`config.mk`:
```
export PLATFORM = sky130hd
export DESIGN_NAME = inband_loop_code_and_error_count_ctrl
export DESIGN_NICKNAME = d
export VERILOG_FILES = /design/src/rtl/maint_pkg.sv /design/src/rtl/err_count_if.sv /design/src/rtl/error_counter.sv /design/src/rtl/inband_loop_code_and_error_count_ctrl.sv /design/src/rtl/rise_pulse.sv
export SDC_FILE = /design/constraint.sdc
export NUM_CORES = 1
export LEC_CHECK = 0
export BUFFER_PORTS_ARGS = -buffer_cell sky130_fd_sc_hd__buf_2
export CAP_MARGIN = 10
export CORE_UTILIZATION = 53
export DETAILED_ROUTE_END_ITERATION = 8
export MAX_ROUTING_LAYER = met4
export PLACE_DENSITY = 0.74
export SLEW_MARGIN = 20
export SYNTH_ARGS = -nofsm -noshare
export SYNTH_HDL_FRONTEND = slang
export SYNTH_SLANG_ARGS = --single-unit
```
`constraint.sdc`:
```
create_clock -name clk -period 3.3 [get_ports clk]
set_input_delay 0.66 -clock clk [delete_from_list [all_inputs] [get_ports clk]]
set_output_delay 0.66 -clock clk [all_outputs]
set_load 0.02 [all_outputs]
```
`src/rtl/maint_pkg.sv`:
```
// Constants and types for the in-band loop code and error count bank.
// Notes on behaviour
// RQ1 - Transmit length field picks 5 to 8 bits.
// RQ2 - Activate length field picks 5 to 8 bits.
// RQ3 - Deactivate length field, 6 bits after reset.
// RQ4 - Transmit code is low N register bits.
// RQ5 - Activate code low N bits, resets 00001.
// RQ6 - Deactivate code low N bits, resets 001001.
// RQ7 - Violation bit rising inserts exactly one violation.
// RQ8 - Logic error bit rising inserts one error.
// RQ9 - Software clears, then sets, for another error.
// RQ10 - Error select field picks counter source.
// RQ11 - Mode bit: zero manual, one automatic.
// RQ12 - Transfer bit rising copies count, resets counter.
// RQ13 - Software clears transfer bit before setting again.
// RQ14 - Pattern select 11 sends repeating code.
// RQ15 - Automatic mode transfers at each one-second expiry.
// RQ16 - Reserved bits read zero, ignore writes.
`default_nettype none
package maint_pkg;
   localparam int ADDR_W = 8;
   localparam int DATA_W = 8;
   localparam int CNT_W = 16;
   localparam int LEN_W = 2;
   localparam int IDX_W = 3;
   localparam logic [7:0] OFF_LENGTHS = 8'h0E;
   localparam logic [7:0] OFF_TX_CODE = 8'h0F;
   localparam logic [7:0] OFF_RX_ACT = 8'h10;
   localparam logic [7:0] OFF_RX_DEACT = 8'h11;
   localparam logic [7:0] OFF_ERR_CTRL = 8'h12;
   localparam logic [7:0] OFF_CNT_LOW = 8'h1C;
   localparam logic [7:0] OFF_CNT_HIGH = 8'h1D;
   localparam logic [7:0] RST_LENGTHS = 8'h01;
   localparam logic [7:0] RST_TX_CODE = 8'h01;
   localparam logic [7:0] RST_RX_ACT = 8'h01;
   localparam logic [7:0] RST_RX_DEACT = 8'h09;
   localparam logic [7:0] RST_ERR_CTRL = 8'h00;
   localparam logic [7:0] MASK_LENGTHS = 8'h3F;
   localparam logic [7:0] MASK_ERR_CTRL = 8'h7F;
   localparam logic [7:0] MASK_FULL = 8'hFF;
   localparam int TX_LEN_LSB = 4;
   localparam int ACT_LEN_LSB = 2;
   localparam int DEACT_LEN_LSB = 0;
   localparam int VIOL_BIT = 6;
   localparam int LERR_BIT = 5;
   localparam int EXZ_DEF_BIT = 4;
   localparam int ERR_SEL_LSB = 2;
   localparam int MODE_BIT = 1;
   localparam int XFER_BIT = 0;
   localparam logic [1:0] LEN_MAX = 2'h3;
   localparam logic [2:0] LAST_IDX_MIN = 3'h4;
   localparam logic [1:0] TX_PATTERN_SELECT_INBAND = 2'h3;
   localparam longint ONE_SEC_NS = 64'h0000_0000_3B9A_CA00;
   localparam longint CLK_PERIOD_NS = 64'h0000_0000_0000_0005;
   localparam int unsigned ONE_SEC_CYCLES = 32'(ONE_SEC_NS / CLK_PERIOD_NS);
   typedef enum logic [1:0] {
      ERR_SEL_LOGIC = 2'b00,
      ERR_SEL_EXZ = 2'b01,
      ERR_SEL_CV = 2'b10,
      ERR_SEL_BOTH = 2'b11
   } err_sel_t;
   typedef enum logic {
      INS_IDLE = 1'b0,
      INS_ARMED = 1'b1
   } ins_state_t;
endpackage
`default_nettype wire

```
`src/rtl/err_count_if.sv`:
```
// Carrier between the control bank and its error counter.
`default_nettype none
interface err_count_if;
   maint_pkg::err_sel_t sel;
   logic transfer;
   logic [maint_pkg::CNT_W-1:0] result;
   logic saturated;
   modport ctrl(output sel, output transfer, input result, input saturated);
   modport counter(input sel, input transfer, output result,
      output saturated);
endinterface
`default_nettype wire

```
`src/rtl/error_counter.sv`:
```
// Saturating 16-bit error counter with result snapshot.
`default_nettype none
module error_counter (
   input wire logic clk,
   input wire logic nrst,
   err_count_if.counter cnt,
   input wire logic err_logic,
   input wire logic err_exz,
   input wire logic err_cv
);
   logic [maint_pkg::CNT_W-1:0] count_reg, count_next;
   logic [maint_pkg::CNT_W-1:0] result_reg, result_next;
   logic [maint_pkg::CNT_W-1:0] base;
   logic [maint_pkg::CNT_W:0] sum;
   logic [1:0] inc;

   always_comb begin
      case (cnt.sel)
         maint_pkg::ERR_SEL_LOGIC: inc = {1'b0, err_logic}; // RQ10
         maint_pkg::ERR_SEL_EXZ: inc = {1'b0, err_exz}; // RQ10
         maint_pkg::ERR_SEL_CV: inc = {1'b0, err_cv}; // RQ10
         maint_pkg::ERR_SEL_BOTH: inc = {1'b0, err_cv} + {1'b0, err_exz};
         default: inc = 2'h0;
      endcase
      // Events in the transfer cycle land in the fresh count, not lost.
      base = cnt.transfer ? '0 : count_reg; // RQ12
      sum = {1'b0, base} + {15'h0000, inc};
      count_next = sum[maint_pkg::CNT_W] ? '1 : sum[maint_pkg::CNT_W-1:0];
      result_next = cnt.transfer ? count_reg : result_reg; // RQ12
   end

   always_ff @(posedge clk or negedge nrst) begin
      if (!nrst) begin
         count_reg <= '0;
         result_reg <= '0;
      end else begin
         count_reg <= count_next;
         result_reg <= result_next;
      end
   end

   assign cnt.result = result_reg;
   assign cnt.saturated = &count_reg;
endmodule
`default_nettype wire

```
`src/rtl/inband_loop_code_and_error_count_ctrl.sv`:
```
// Top of the in-band loop code and error count control bank.
`default_nettype none
module inband_loop_code_and_error_count_ctrl #(
   parameter int unsigned ONE_SEC_CYCLES = maint_pkg::ONE_SEC_CYCLES
) (
   input wire logic clk,
   input wire logic nrst,
   input wire logic [maint_pkg::ADDR_W-1:0] reg_addr,
   input wire logic [maint_pkg::DATA_W-1:0] reg_wdata,
   input wire logic reg_wr,
   input wire logic reg_rd,
   output logic [maint_pkg::DATA_W-1:0] reg_rdata,
   input wire logic [1:0] tx_pattern_select,
   input wire logic tx_bit_en,
   output logic tx_code_active,
   output logic tx_code_bit,
   output logic violation_strobe,
   output logic logic_error_strobe,
   output logic [maint_pkg::DATA_W-1:0] rx_activate_code,
   output logic [1:0] rx_activate_length,
   output logic [maint_pkg::DATA_W-1:0] rx_deactivate_code,
   output logic [1:0] rx_deactivate_length,
   output logic excess_zero_def,
   input wire logic err_logic,
   input wire logic err_excess_zero,
   input wire logic err_code_violation,
   output logic count_full
);

   ////////////////////////////////////////////////////////////////////////
   // Helpers.

   // Keeps the low N bits of a code, N being five plus the length field.
   function automatic logic [7:0] code_mask(input logic [1:0] len);
      code_mask = maint_pkg::MASK_FULL >> (maint_pkg::LEN_MAX - len);
   endfunction

   function automatic logic [2:0] last_idx(input logic [1:0] len);
      last_idx = {1'b0, len} + maint_pkg::LAST_IDX_MIN;
   endfunction

   ////////////////////////////////////////////////////////////////////////
   // Register file.

   logic [7:0] lengths_reg, lengths_next;
   logic [7:0] txcode_reg, txcode_next;
   logic [7:0] rxact_reg, rxact_next;
   logic [7:0] rxdeact_reg, rxdeact_next;
   logic [7:0] ctrl_reg, ctrl_next;
   logic [7:0] rdata_reg, rdata_next;

   err_count_if cnt ();

   always_comb begin
      lengths_next = lengths_reg;
      txcode_next = txcode_reg;
      rxact_next = rxact_reg;
      rxdeact_next = rxdeact_reg;
      ctrl_next = ctrl_reg;
      if (reg_wr) begin
         case (reg_addr)
            maint_pkg::OFF_LENGTHS: begin
               lengths_next = reg_wdata & maint_pkg::MASK_LENGTHS; // RQ16
            end
            maint_pkg::OFF_TX_CODE: begin
               txcode_next = reg_wdata;
            end
            maint_pkg::OFF_RX_ACT: begin
               rxact_next = reg_wdata;
            end
            maint_pkg::OFF_RX_DEACT: begin
               rxdeact_next = reg_wdata;
            end
            maint_pkg::OFF_ERR_CTRL: begin
               ctrl_next = reg_wdata & maint_pkg::MASK_ERR_CTRL; // RQ16
            end
            default: begin
               ctrl_next = ctrl_reg;
            end
         endcase
      end
   end

   always_ff @(posedge clk or negedge nrst) begin
      if (!nrst) begin
         lengths_reg <= maint_pkg::RST_LENGTHS; // RQ3
         txcode_reg <= maint_pkg::RST_TX_CODE;
         rxact_reg <= maint_pkg::RST_RX_ACT; // RQ5
         rxdeact_reg <= maint_pkg::RST_RX_DEACT; // RQ6
         ctrl_reg <= maint_pkg::RST_ERR_CTRL; // RQ11
      end else begin
         lengths_reg <= lengths_next;
         txcode_reg <= txcode_next;
         rxact_reg <= rxact_next;
         rxdeact_reg <= rxdeact_next;
         ctrl_reg <= ctrl_next;
      end
   end

   // Read data is valid only in the cycle after the strobe, zero otherwise.
   always_comb begin
      rdata_next = 8'h00;
      if (reg_rd) begin
         case (reg_addr)
            maint_pkg::OFF_LENGTHS: rdata_next = lengths_reg;
            maint_pkg::OFF_TX_CODE: rdata_next = txcode_reg;
            maint_pkg::OFF_RX_ACT: rdata_next = rxact_reg;
            maint_pkg::OFF_RX_DEACT: rdata_next = rxdeact_reg;
            maint_pkg::OFF_ERR_CTRL: rdata_next = ctrl_reg;
            maint_pkg::OFF_CNT_LOW: rdata_next = cnt.result[7:0];
            maint_pkg::OFF_CNT_HIGH: rdata_next = cnt.result[15:8];
            default: rdata_next = 8'h00;
         endcase
      end
   end

   always_ff @(posedge clk or negedge nrst) begin
      if (!nrst) begin
         rdata_reg <= 8'h00;
      end else begin
         rdata_reg <= rdata_next;
      end
   end

   assign reg_rdata = rdata_reg;

   ////////////////////////////////////////////////////////////////////////
   // Field decode.

   logic [1:0] tx_len, act_len, deact_len;
   logic [2:0] tx_last;

   assign tx_len = lengths_reg[maint_pkg::TX_LEN_LSB +: maint_pkg::LEN_W];
   assign act_len = lengths_reg[maint_pkg::ACT_LEN_LSB +: maint_pkg::LEN_W];
   assign deact_len =
      lengths_reg[maint_pkg::DEACT_LEN_LSB +: maint_pkg::LEN_W];
   assign tx_last = last_idx(tx_len); // RQ1
   assign excess_zero_def = ctrl_reg[maint_pkg::EXZ_DEF_BIT];
   assign rx_activate_length = act_len; // RQ2
   assign rx_deactivate_length = deact_len; // RQ3

   ////////////////////////////////////////////////////////////////////////
   // Receive code outputs for the detectors.

   logic [7:0] act_out_reg, act_out_next;
   logic [7:0] deact_out_reg, deact_out_next;
   logic [7:0] act_mask, deact_mask;

   always_comb begin
      act_mask = code_mask(act_len);
      deact_mask = code_mask(deact_len);
      act_out_next = rxact_reg & act_mask; // RQ2 RQ5
      deact_out_next = rxdeact_reg & deact_mask; // RQ3 RQ6
   end

   always_ff @(posedge clk or negedge nrst) begin
      if (!nrst) begin
         act_out_reg <= 8'h00;
         deact_out_reg <= 8'h00;
      end else begin
         act_out_reg <= act_out_next;
         deact_out_reg <= deact_out_next;
      end
   end

   assign rx_activate_code = act_out_reg;
   assign rx_deactivate_code = deact_out_reg;

   ////////////////////////////////////////////////////////////////////////
   // Transmit code serializer, most significant code bit first.

   logic [2:0] tx_idx_reg, tx_idx_next;
   logic tx_bit_reg, tx_bit_next;
   logic active_reg, active_next;
   logic tx_pattern_select_hit, cur_code_bit;

   assign tx_pattern_select_hit = (tx_pattern_select == maint_pkg::TX_PATTERN_SELECT_INBAND);
   assign cur_code_bit = txcode_reg[tx_idx_reg];

   always_comb begin
      active_next = tx_pattern_select_hit; // RQ14
      tx_idx_next = tx_idx_reg;
      tx_bit_next = tx_bit_reg;
      if (!active_reg) begin
         tx_idx_next = tx_last;
         tx_bit_next = 1'b0;
      end else if (tx_bit_en) begin
         tx_bit_next = cur_code_bit; // RQ4
         // A shortened length mid-code restarts at the new top bit.
         if (tx_idx_reg == 3'h0 || tx_idx_reg > tx_last) begin
            tx_idx_next = tx_last; // RQ1
         end else begin
            tx_idx_next = tx_idx_reg - 3'h1;
         end
      end
   end

   always_ff @(posedge clk or negedge nrst) begin
      if (!nrst) begin
         tx_idx_reg <= maint_pkg::LAST_IDX_MIN;
         tx_bit_reg <= 1'b0;
         active_reg <= 1'b0;
      end else begin
         tx_idx_reg <= tx_idx_next;
         tx_bit_reg <= tx_bit_next;
         active_reg <= active_next;
      end
   end

   assign tx_code_active = active_reg;
   assign tx_code_bit = tx_bit_reg;

   ////////////////////////////////////////////////////////////////////////
   // Rising-edge triggers: violation, logic error, count transfer.

   logic [2:0] edge_level, edge_pulse;

   assign edge_level = {ctrl_reg[maint_pkg::XFER_BIT],
      ctrl_reg[maint_pkg::LERR_BIT], ctrl_reg[maint_pkg::VIOL_BIT]};

   for (genvar g = 0; g < 3; g++) begin : g_edge
      rise_pulse u_rise (
         .clk(clk),
         .nrst(nrst),
         .level(edge_level[g]),
         .pulse(edge_pulse[g])
      );
   end

   ////////////////////////////////////////////////////////////////////////
   // Single-shot insertion, held until the next transmit bit slot.

   maint_pkg::ins_state_t ins_reg [2];
   maint_pkg::ins_state_t ins_next [2];
   logic [1:0] strobe_reg, strobe_next;

   always_comb begin
      for (int i = 0; i < 2; i++) begin
         ins_next[i] = ins_reg[i];
         strobe_next[i] = 1'b0;
         case (ins_reg[i])
            maint_pkg::INS_IDLE: begin
               if (edge_pulse[i]) begin
                  ins_next[i] = maint_pkg::INS_ARMED; // RQ7 RQ8
               end
            end
            maint_pkg::INS_ARMED: begin
               if (tx_bit_en) begin
                  strobe_next[i] = 1'b1; // RQ7 RQ8
                  // A new request in the firing cycle stays armed.
                  ins_next[i] = edge_pulse[i] ? maint_pkg::INS_ARMED
                     : maint_pkg::INS_IDLE;
               end
            end
            default: begin
               ins_next[i] = maint_pkg::INS_IDLE;
            end
         endcase
      end
   end

   always_ff @(posedge clk or negedge nrst) begin
      if (!nrst) begin
         ins_reg[0] <= maint_pkg::INS_IDLE;
         ins_reg[1] <= maint_pkg::INS_IDLE;
         strobe_reg <= 2'h0;
      end else begin
         ins_reg[0] <= ins_next[0];
         ins_reg[1] <= ins_next[1];
         strobe_reg <= strobe_next;
      end
   end

   assign violation_strobe = strobe_reg[0];
   assign logic_error_strobe = strobe_reg[1];

   ////////////////////////////////////////////////////////////////////////
   // One-second timer and counter control.

   logic [31:0] sec_cnt_reg, sec_cnt_next;
   logic sec_tick;
   logic auto_mode;

   assign sec_tick = (sec_cnt_reg == ONE_SEC_CYCLES - 32'h1);
   assign auto_mode = ctrl_reg[maint_pkg::MODE_BIT];

   always_comb begin
      sec_cnt_next = sec_tick ? 32'h0 : sec_cnt_reg + 32'h1;
   end

   always_ff @(posedge clk or negedge nrst) begin
      if (!nrst) begin
         sec_cnt_reg <= 32'h0;
      end else begin
         sec_cnt_reg <= sec_cnt_next;
      end
   end

   // Manual mode ignores the timer; automatic mode ignores the bit.
   assign cnt.transfer = auto_mode ? sec_tick : edge_pulse[2]; // RQ11 RQ15
   assign cnt.sel = maint_pkg::err_sel_t'(
      ctrl_reg[maint_pkg::ERR_SEL_LSB +: 2]); // RQ10

   error_counter u_counter (
      .clk(clk),
      .nrst(nrst),
      .cnt(cnt.counter),
      .err_logic(err_logic),
      .err_exz(err_excess_zero),
      .err_cv(err_code_violation)
   );

   assign count_full = cnt.saturated;
endmodule
`default_nettype wire

```
`src/rtl/rise_pulse.sv`:
```
// Zero-to-one step detector on a register bit.
`default_nettype none
module rise_pulse (
   input wire logic clk,
   input wire logic nrst,
   input wire logic level,
   output logic pulse
);
   logic prev_reg;
   logic prev_next;

   always_comb begin
      prev_next = level;
   end

   always_ff @(posedge clk or negedge nrst) begin
      if (!nrst) begin
         prev_reg <= 1'b0;
      end else begin
         prev_reg <= prev_next;
      end
   end

   // A bit left high fires once; software must drop it to fire again.
   assign pulse = level & ~prev_reg; // RQ9
endmodule
`default_nettype wire

```
==> results <==
- Entering global routing, the biggest net connects 65 pins.
- The post-route cell area is 7390 um^2.
- The number of DRC violations after detailed routing is 6.
- The first-pass iteration count of the detailed router is 7.
- The delay of the slowest cell on the worst path is 0.48 ns.
- The vias after detailed routing is 4664.
- The combined global-route utilization of all metal layers is 26.1%.
- In this run, the number of DRC markers left after iteration 0 of detailed routing was approximately 400.
- Timing would allow up to 0.324 GHz.
- Traced cell by cell, the critical path runs through ha_1 -> nand4_2 -> nand4bb_1 -> o31a_1 -> and2_1 -> ha_1 -> inv_1 -> fa_1 -> or3_1 -> nor4b_1 -> nor3_1.
- After detailed routing, the total wire length is 14400 um.
- At the end of routability-driven placement, the weighted congestion stood at just under 0.9.
- The endpoint class of the critical path is a flip-flop.
- The power density normalized to cell area is 569 nW/um^2.
- CTS placed an instance of clkbuf_16 at the clock tree root.
- On the critical path, the stage with the largest delay is an instance of or3_1.
- The cell count along the critical path is 11.
- The TritonCTS clock tree is done.
- Subtracting the final worst setup slack from the clock period gives 3.09 ns.
- The cell count of the worst reg-to-reg path is 11.
- The worst-case setup slack after placement is 0.270 ns.
- The number of enable-type register cells in the synthesized netlist is 0.
- The number of antenna violations at the first check in global routing was 0.
- The overall power after layout is 0.00421 W.
- The layout overhead on the synthesized area is 17.2%.
- The final setup violation count is 0.
- The first global-routing pass estimated 24400 um of wire.
- Tracing the worst setup path back leads to its startpoint at sec_cnt_reg[0]$_DFF_PN0_.
- Counting both buffers and inverters, the worst setup path holds a total of 1.
- In the final layout, the multi-input gates occupy roughly 2700 um^2.
- The final-layout setup total negative slack is 0 ns.
- In this run the static leakage power is 3.40 nW.
- The synthesized cell area is 6300 um^2.
- The count of nets left with antenna violations once routing finished came out at 0.
- The number of nets in the finished design is 641.
- Counting every net in the synthesized netlist gives 570.
- In this run the core area contains 39 standard-cell rows.
- The die is 111 um tall.
- The smallest setup slack after layout is approximately 0.21 ns.
- The fraction of final layout cells with drive strength greater than 1 is 28.2%.
- The peak ir drop on the vdd network is ~0.44 mV.
- The most numerous cell type found on the critical path is ha_1.
- The maximum fanout along the worst path is 6.
- The die area is ~12000 um^2.
- The kind of cell with the highest combined delay along the critical path is simple AND/OR/NAND/NOR gates.
- STA puts the critical path data required time at 3.60 ns.
- The number of different library cells in the post-synthesis netlist is between 60 and 70.
- The category of the worst setup path launch point is a flip-flop.
- Counting every sink on the clock net gives around 140.
- The register with the most flip-flops in the layout has 32 of them.
- The HPWL after detailed placement is 9920 um.
- The checks that failed: design-rule violations.
- The worst relative slew slack is between 20% and 30%.
- The critical path data arrival time is 3.39 ns.
- The startpoint of the worst register-to-register path is sec_cnt_reg[0]$_DFF_PN0_.
- The actual transition at the worst max-transition pin is approximately 1.0 ns.
- The number of max-cap violations is 0.
- Setup repair after global routing left no endpoint under its margin.
- After clock tree synthesis, the setup repair step added 0 buffers.
- The initial utilization of the core area, before any placement, comes to roughly 55%.
- In the finished design, the share of the clock period the worst path needs comes to a little over nine tenths.
- Yosys printed 0 warnings.
- The final count of hold timing violations is 0.
- For this run, the register share of the synthesized area comes to between 50% and 60%.
- The via count of the first global-routing pass is 4719.
- After floorplanning, the core was sized to cover about 12000 um^2.
- The insertion delay to the later sink of the worst-skew pair is 0.42 ns.
- The final number of max-transition violations came to 0.
- The worst setup path is of the reg2reg kind.
- The routed wire length per instance is between 15 and 20 um.
- The clock edge transition at the registers on the reported setup and hold paths is 0.06 ns.
- The async set-or-reset flop fraction in the synthesized netlist is 100%.
- Counting flops and latches in the post-synthesis netlist gives 137.
- Summing all placed instances gives a cell area of 6790 um^2.
- In this run the worst hold path is classified as in2async.
- The number of antenna diodes in the final layout is 0.
- Between clock sinks in the finished design, the worst skew comes to 0.00886 ns.
- For this run, the leading register cell type out of synthesis is dfrtp_1.
- The total area of sequential cells is 3440 um^2.
- The H-tree depth is 4.
- The synthesized netlist cell count is 535.
- The horizontal die dimension is 111 um.
- The deepest clock path buffer count is 2.
- The number of placed I/O pins is 60.
- The flow ran to the end, but the final reports show violations.
- The average instance area after synthesis is 11.8 um^2.
- The count of fill cells added during filler insertion is 897.
- Clock tree synthesis inserted a total of 17 buffers.
- The quantity of I/O buffers inserted on ports is just under 60.
- In the routed layout, each cell is associated on average with a via count of 6.13.
- The total overflow left after global routing is 0.
[cells by family after synthesis]
family	count (synthesis)	share of synthesized area (%)
and+or+nand+nor	158	14.6
DFF	137	54.5
AOI/OAI and AO/OA	97	10.5
muxes	62	11.5
buffers and inverters	46	3.29
xor gates and xnor gates	26	3.61
adders and majority gates	9	1.91
[cell usage after synthesis (all sizes together), types with 2 or more instances]
cell	n	area share [%]
xor2	9	1.3
o211ai	2	0.24
clkbuf	11	0.66
dfrtp	131	52
nand3	21	1.7
inv	24	1.4
nor2	19	1.2
nor4	7	0.79
or4	7	0.89
o22a	3	0.42
nand2	25	1.5
o21a	2	0.24
o311ai	2	0.28
nor3	13	1.0
and4	5	0.69
o31ai	8	0.95
a311oi	2	0.28
a221oi	4	0.56
nor2b	3	0.30
and4b	2	0.32
buf	11	1.2
mux2	53	9.5
and2	11	1.1
a31oi	6	0.60
dfstp	6	2.5
nand4	16	1.8
mux2i	6	0.95
a21oi	31	2.5
nor4b	6	0.83
or3	10	0.99
xnor2	17	2.4
a222oi	8	1.3
a21o	2	0.24
mux4	3	1.1
ha	8	1.6
and3	6	0.60
o21ai	8	0.64
a22o	3	0.42
a211oi	4	0.48
o22ai	4	0.40
nor3b	3	0.36
[cell type report]
cell class / instances / share of cell area, %
well taps: 143 / 2.42
multi-input cells: 352 / 36.2
clock buffers: 18 / 5.81
repair buffers: 74 / 5.60
inverters: 24 / 1.22
flip-flops and latches: 137 / 46.5
clock inverters: 13 / 2.30
[placed cells by master (no fill, tap or decap), drive strengths merged, types with 7 or more instances in the layout]
| cell | synthesis | final |
|---|---|---|
| buf | 11 | 74 |
| a222oi | 8 | 8 |
| clkbuf | 11 | 18 |
| ha | 8 | 8 |
| nand3 | 21 | 21 |
| and2 | 11 | 11 |
| or4 | 7 | 7 |
| inv | 24 | 27 |
| or3 | 10 | 10 |
| o21ai | 8 | 8 |
| a21oi | 31 | 31 |
| nor3 | 13 | 13 |
| o31ai | 8 | 8 |
| mux2 | 53 | 53 |
| xor2 | 9 | 9 |
| xnor2 | 17 | 17 |
| nor4 | 7 | 7 |
| nand4 | 16 | 16 |
| nor2 | 19 | 19 |
| nand2 | 25 | 25 |
| dfrtp | 131 | 131 |
[layer usage]
metal	track usage, %	routed length, um
met1	34.9	6390
met2	38.4	6710
met3	7.27	968
met4	9.55	292
met5	-	0
[power by group]
group	switching, W	internal, W
combinational	0.000208	0.000178
clock	0.000726	0.00119
sequential	0.000108	0.00180
[worst paths after layout]
| kind | endpoint | slack, ns |
|---|---|---|
| setup / recovery | u_counter.count_reg[14]$_DFF_PN0_ | 0.21 |
| hold / removal | tx_code_active$_DFF_PN0_ | 0.21 |
| setup reg to reg | u_counter.count_reg[14]$_DFF_PN0_ | 0.21 |
| hold reg to reg | rx_activate_code[3]$_DFF_PN0_ | 0.40 |
| max in group asynchronous | rxact_reg[0]$_DFFE_PN1P_ | 2.20 |
| min in group clk | rx_activate_code[3]$_DFF_PN0_ | 0.40 |
[what timing repair did]
| action | in CTS | in global routing |
|---|---|---|
| resized for setup | 0 | 2 |
| hold buffers | 0 | 0 |
| endpoints found under the setup margin | 0 | 2 |
| hold endpoints to repair | 0 | 0 |
[per-stage QoR]
stage | instances | hold WS, ns | util (%)
after floorplan | 535 | 0.364 | -
after CTS | 761 | 0.239 | 64.1
final | 761 | 0.210 | 64.2
after detailed placement | 730 | 0.394 | 58.9
after global placement | 730 | 0.381 | 58.9
after global routing | 761 | 0.252 | 64.2
No activity file was read; power rests on OpenSTA's default activity.
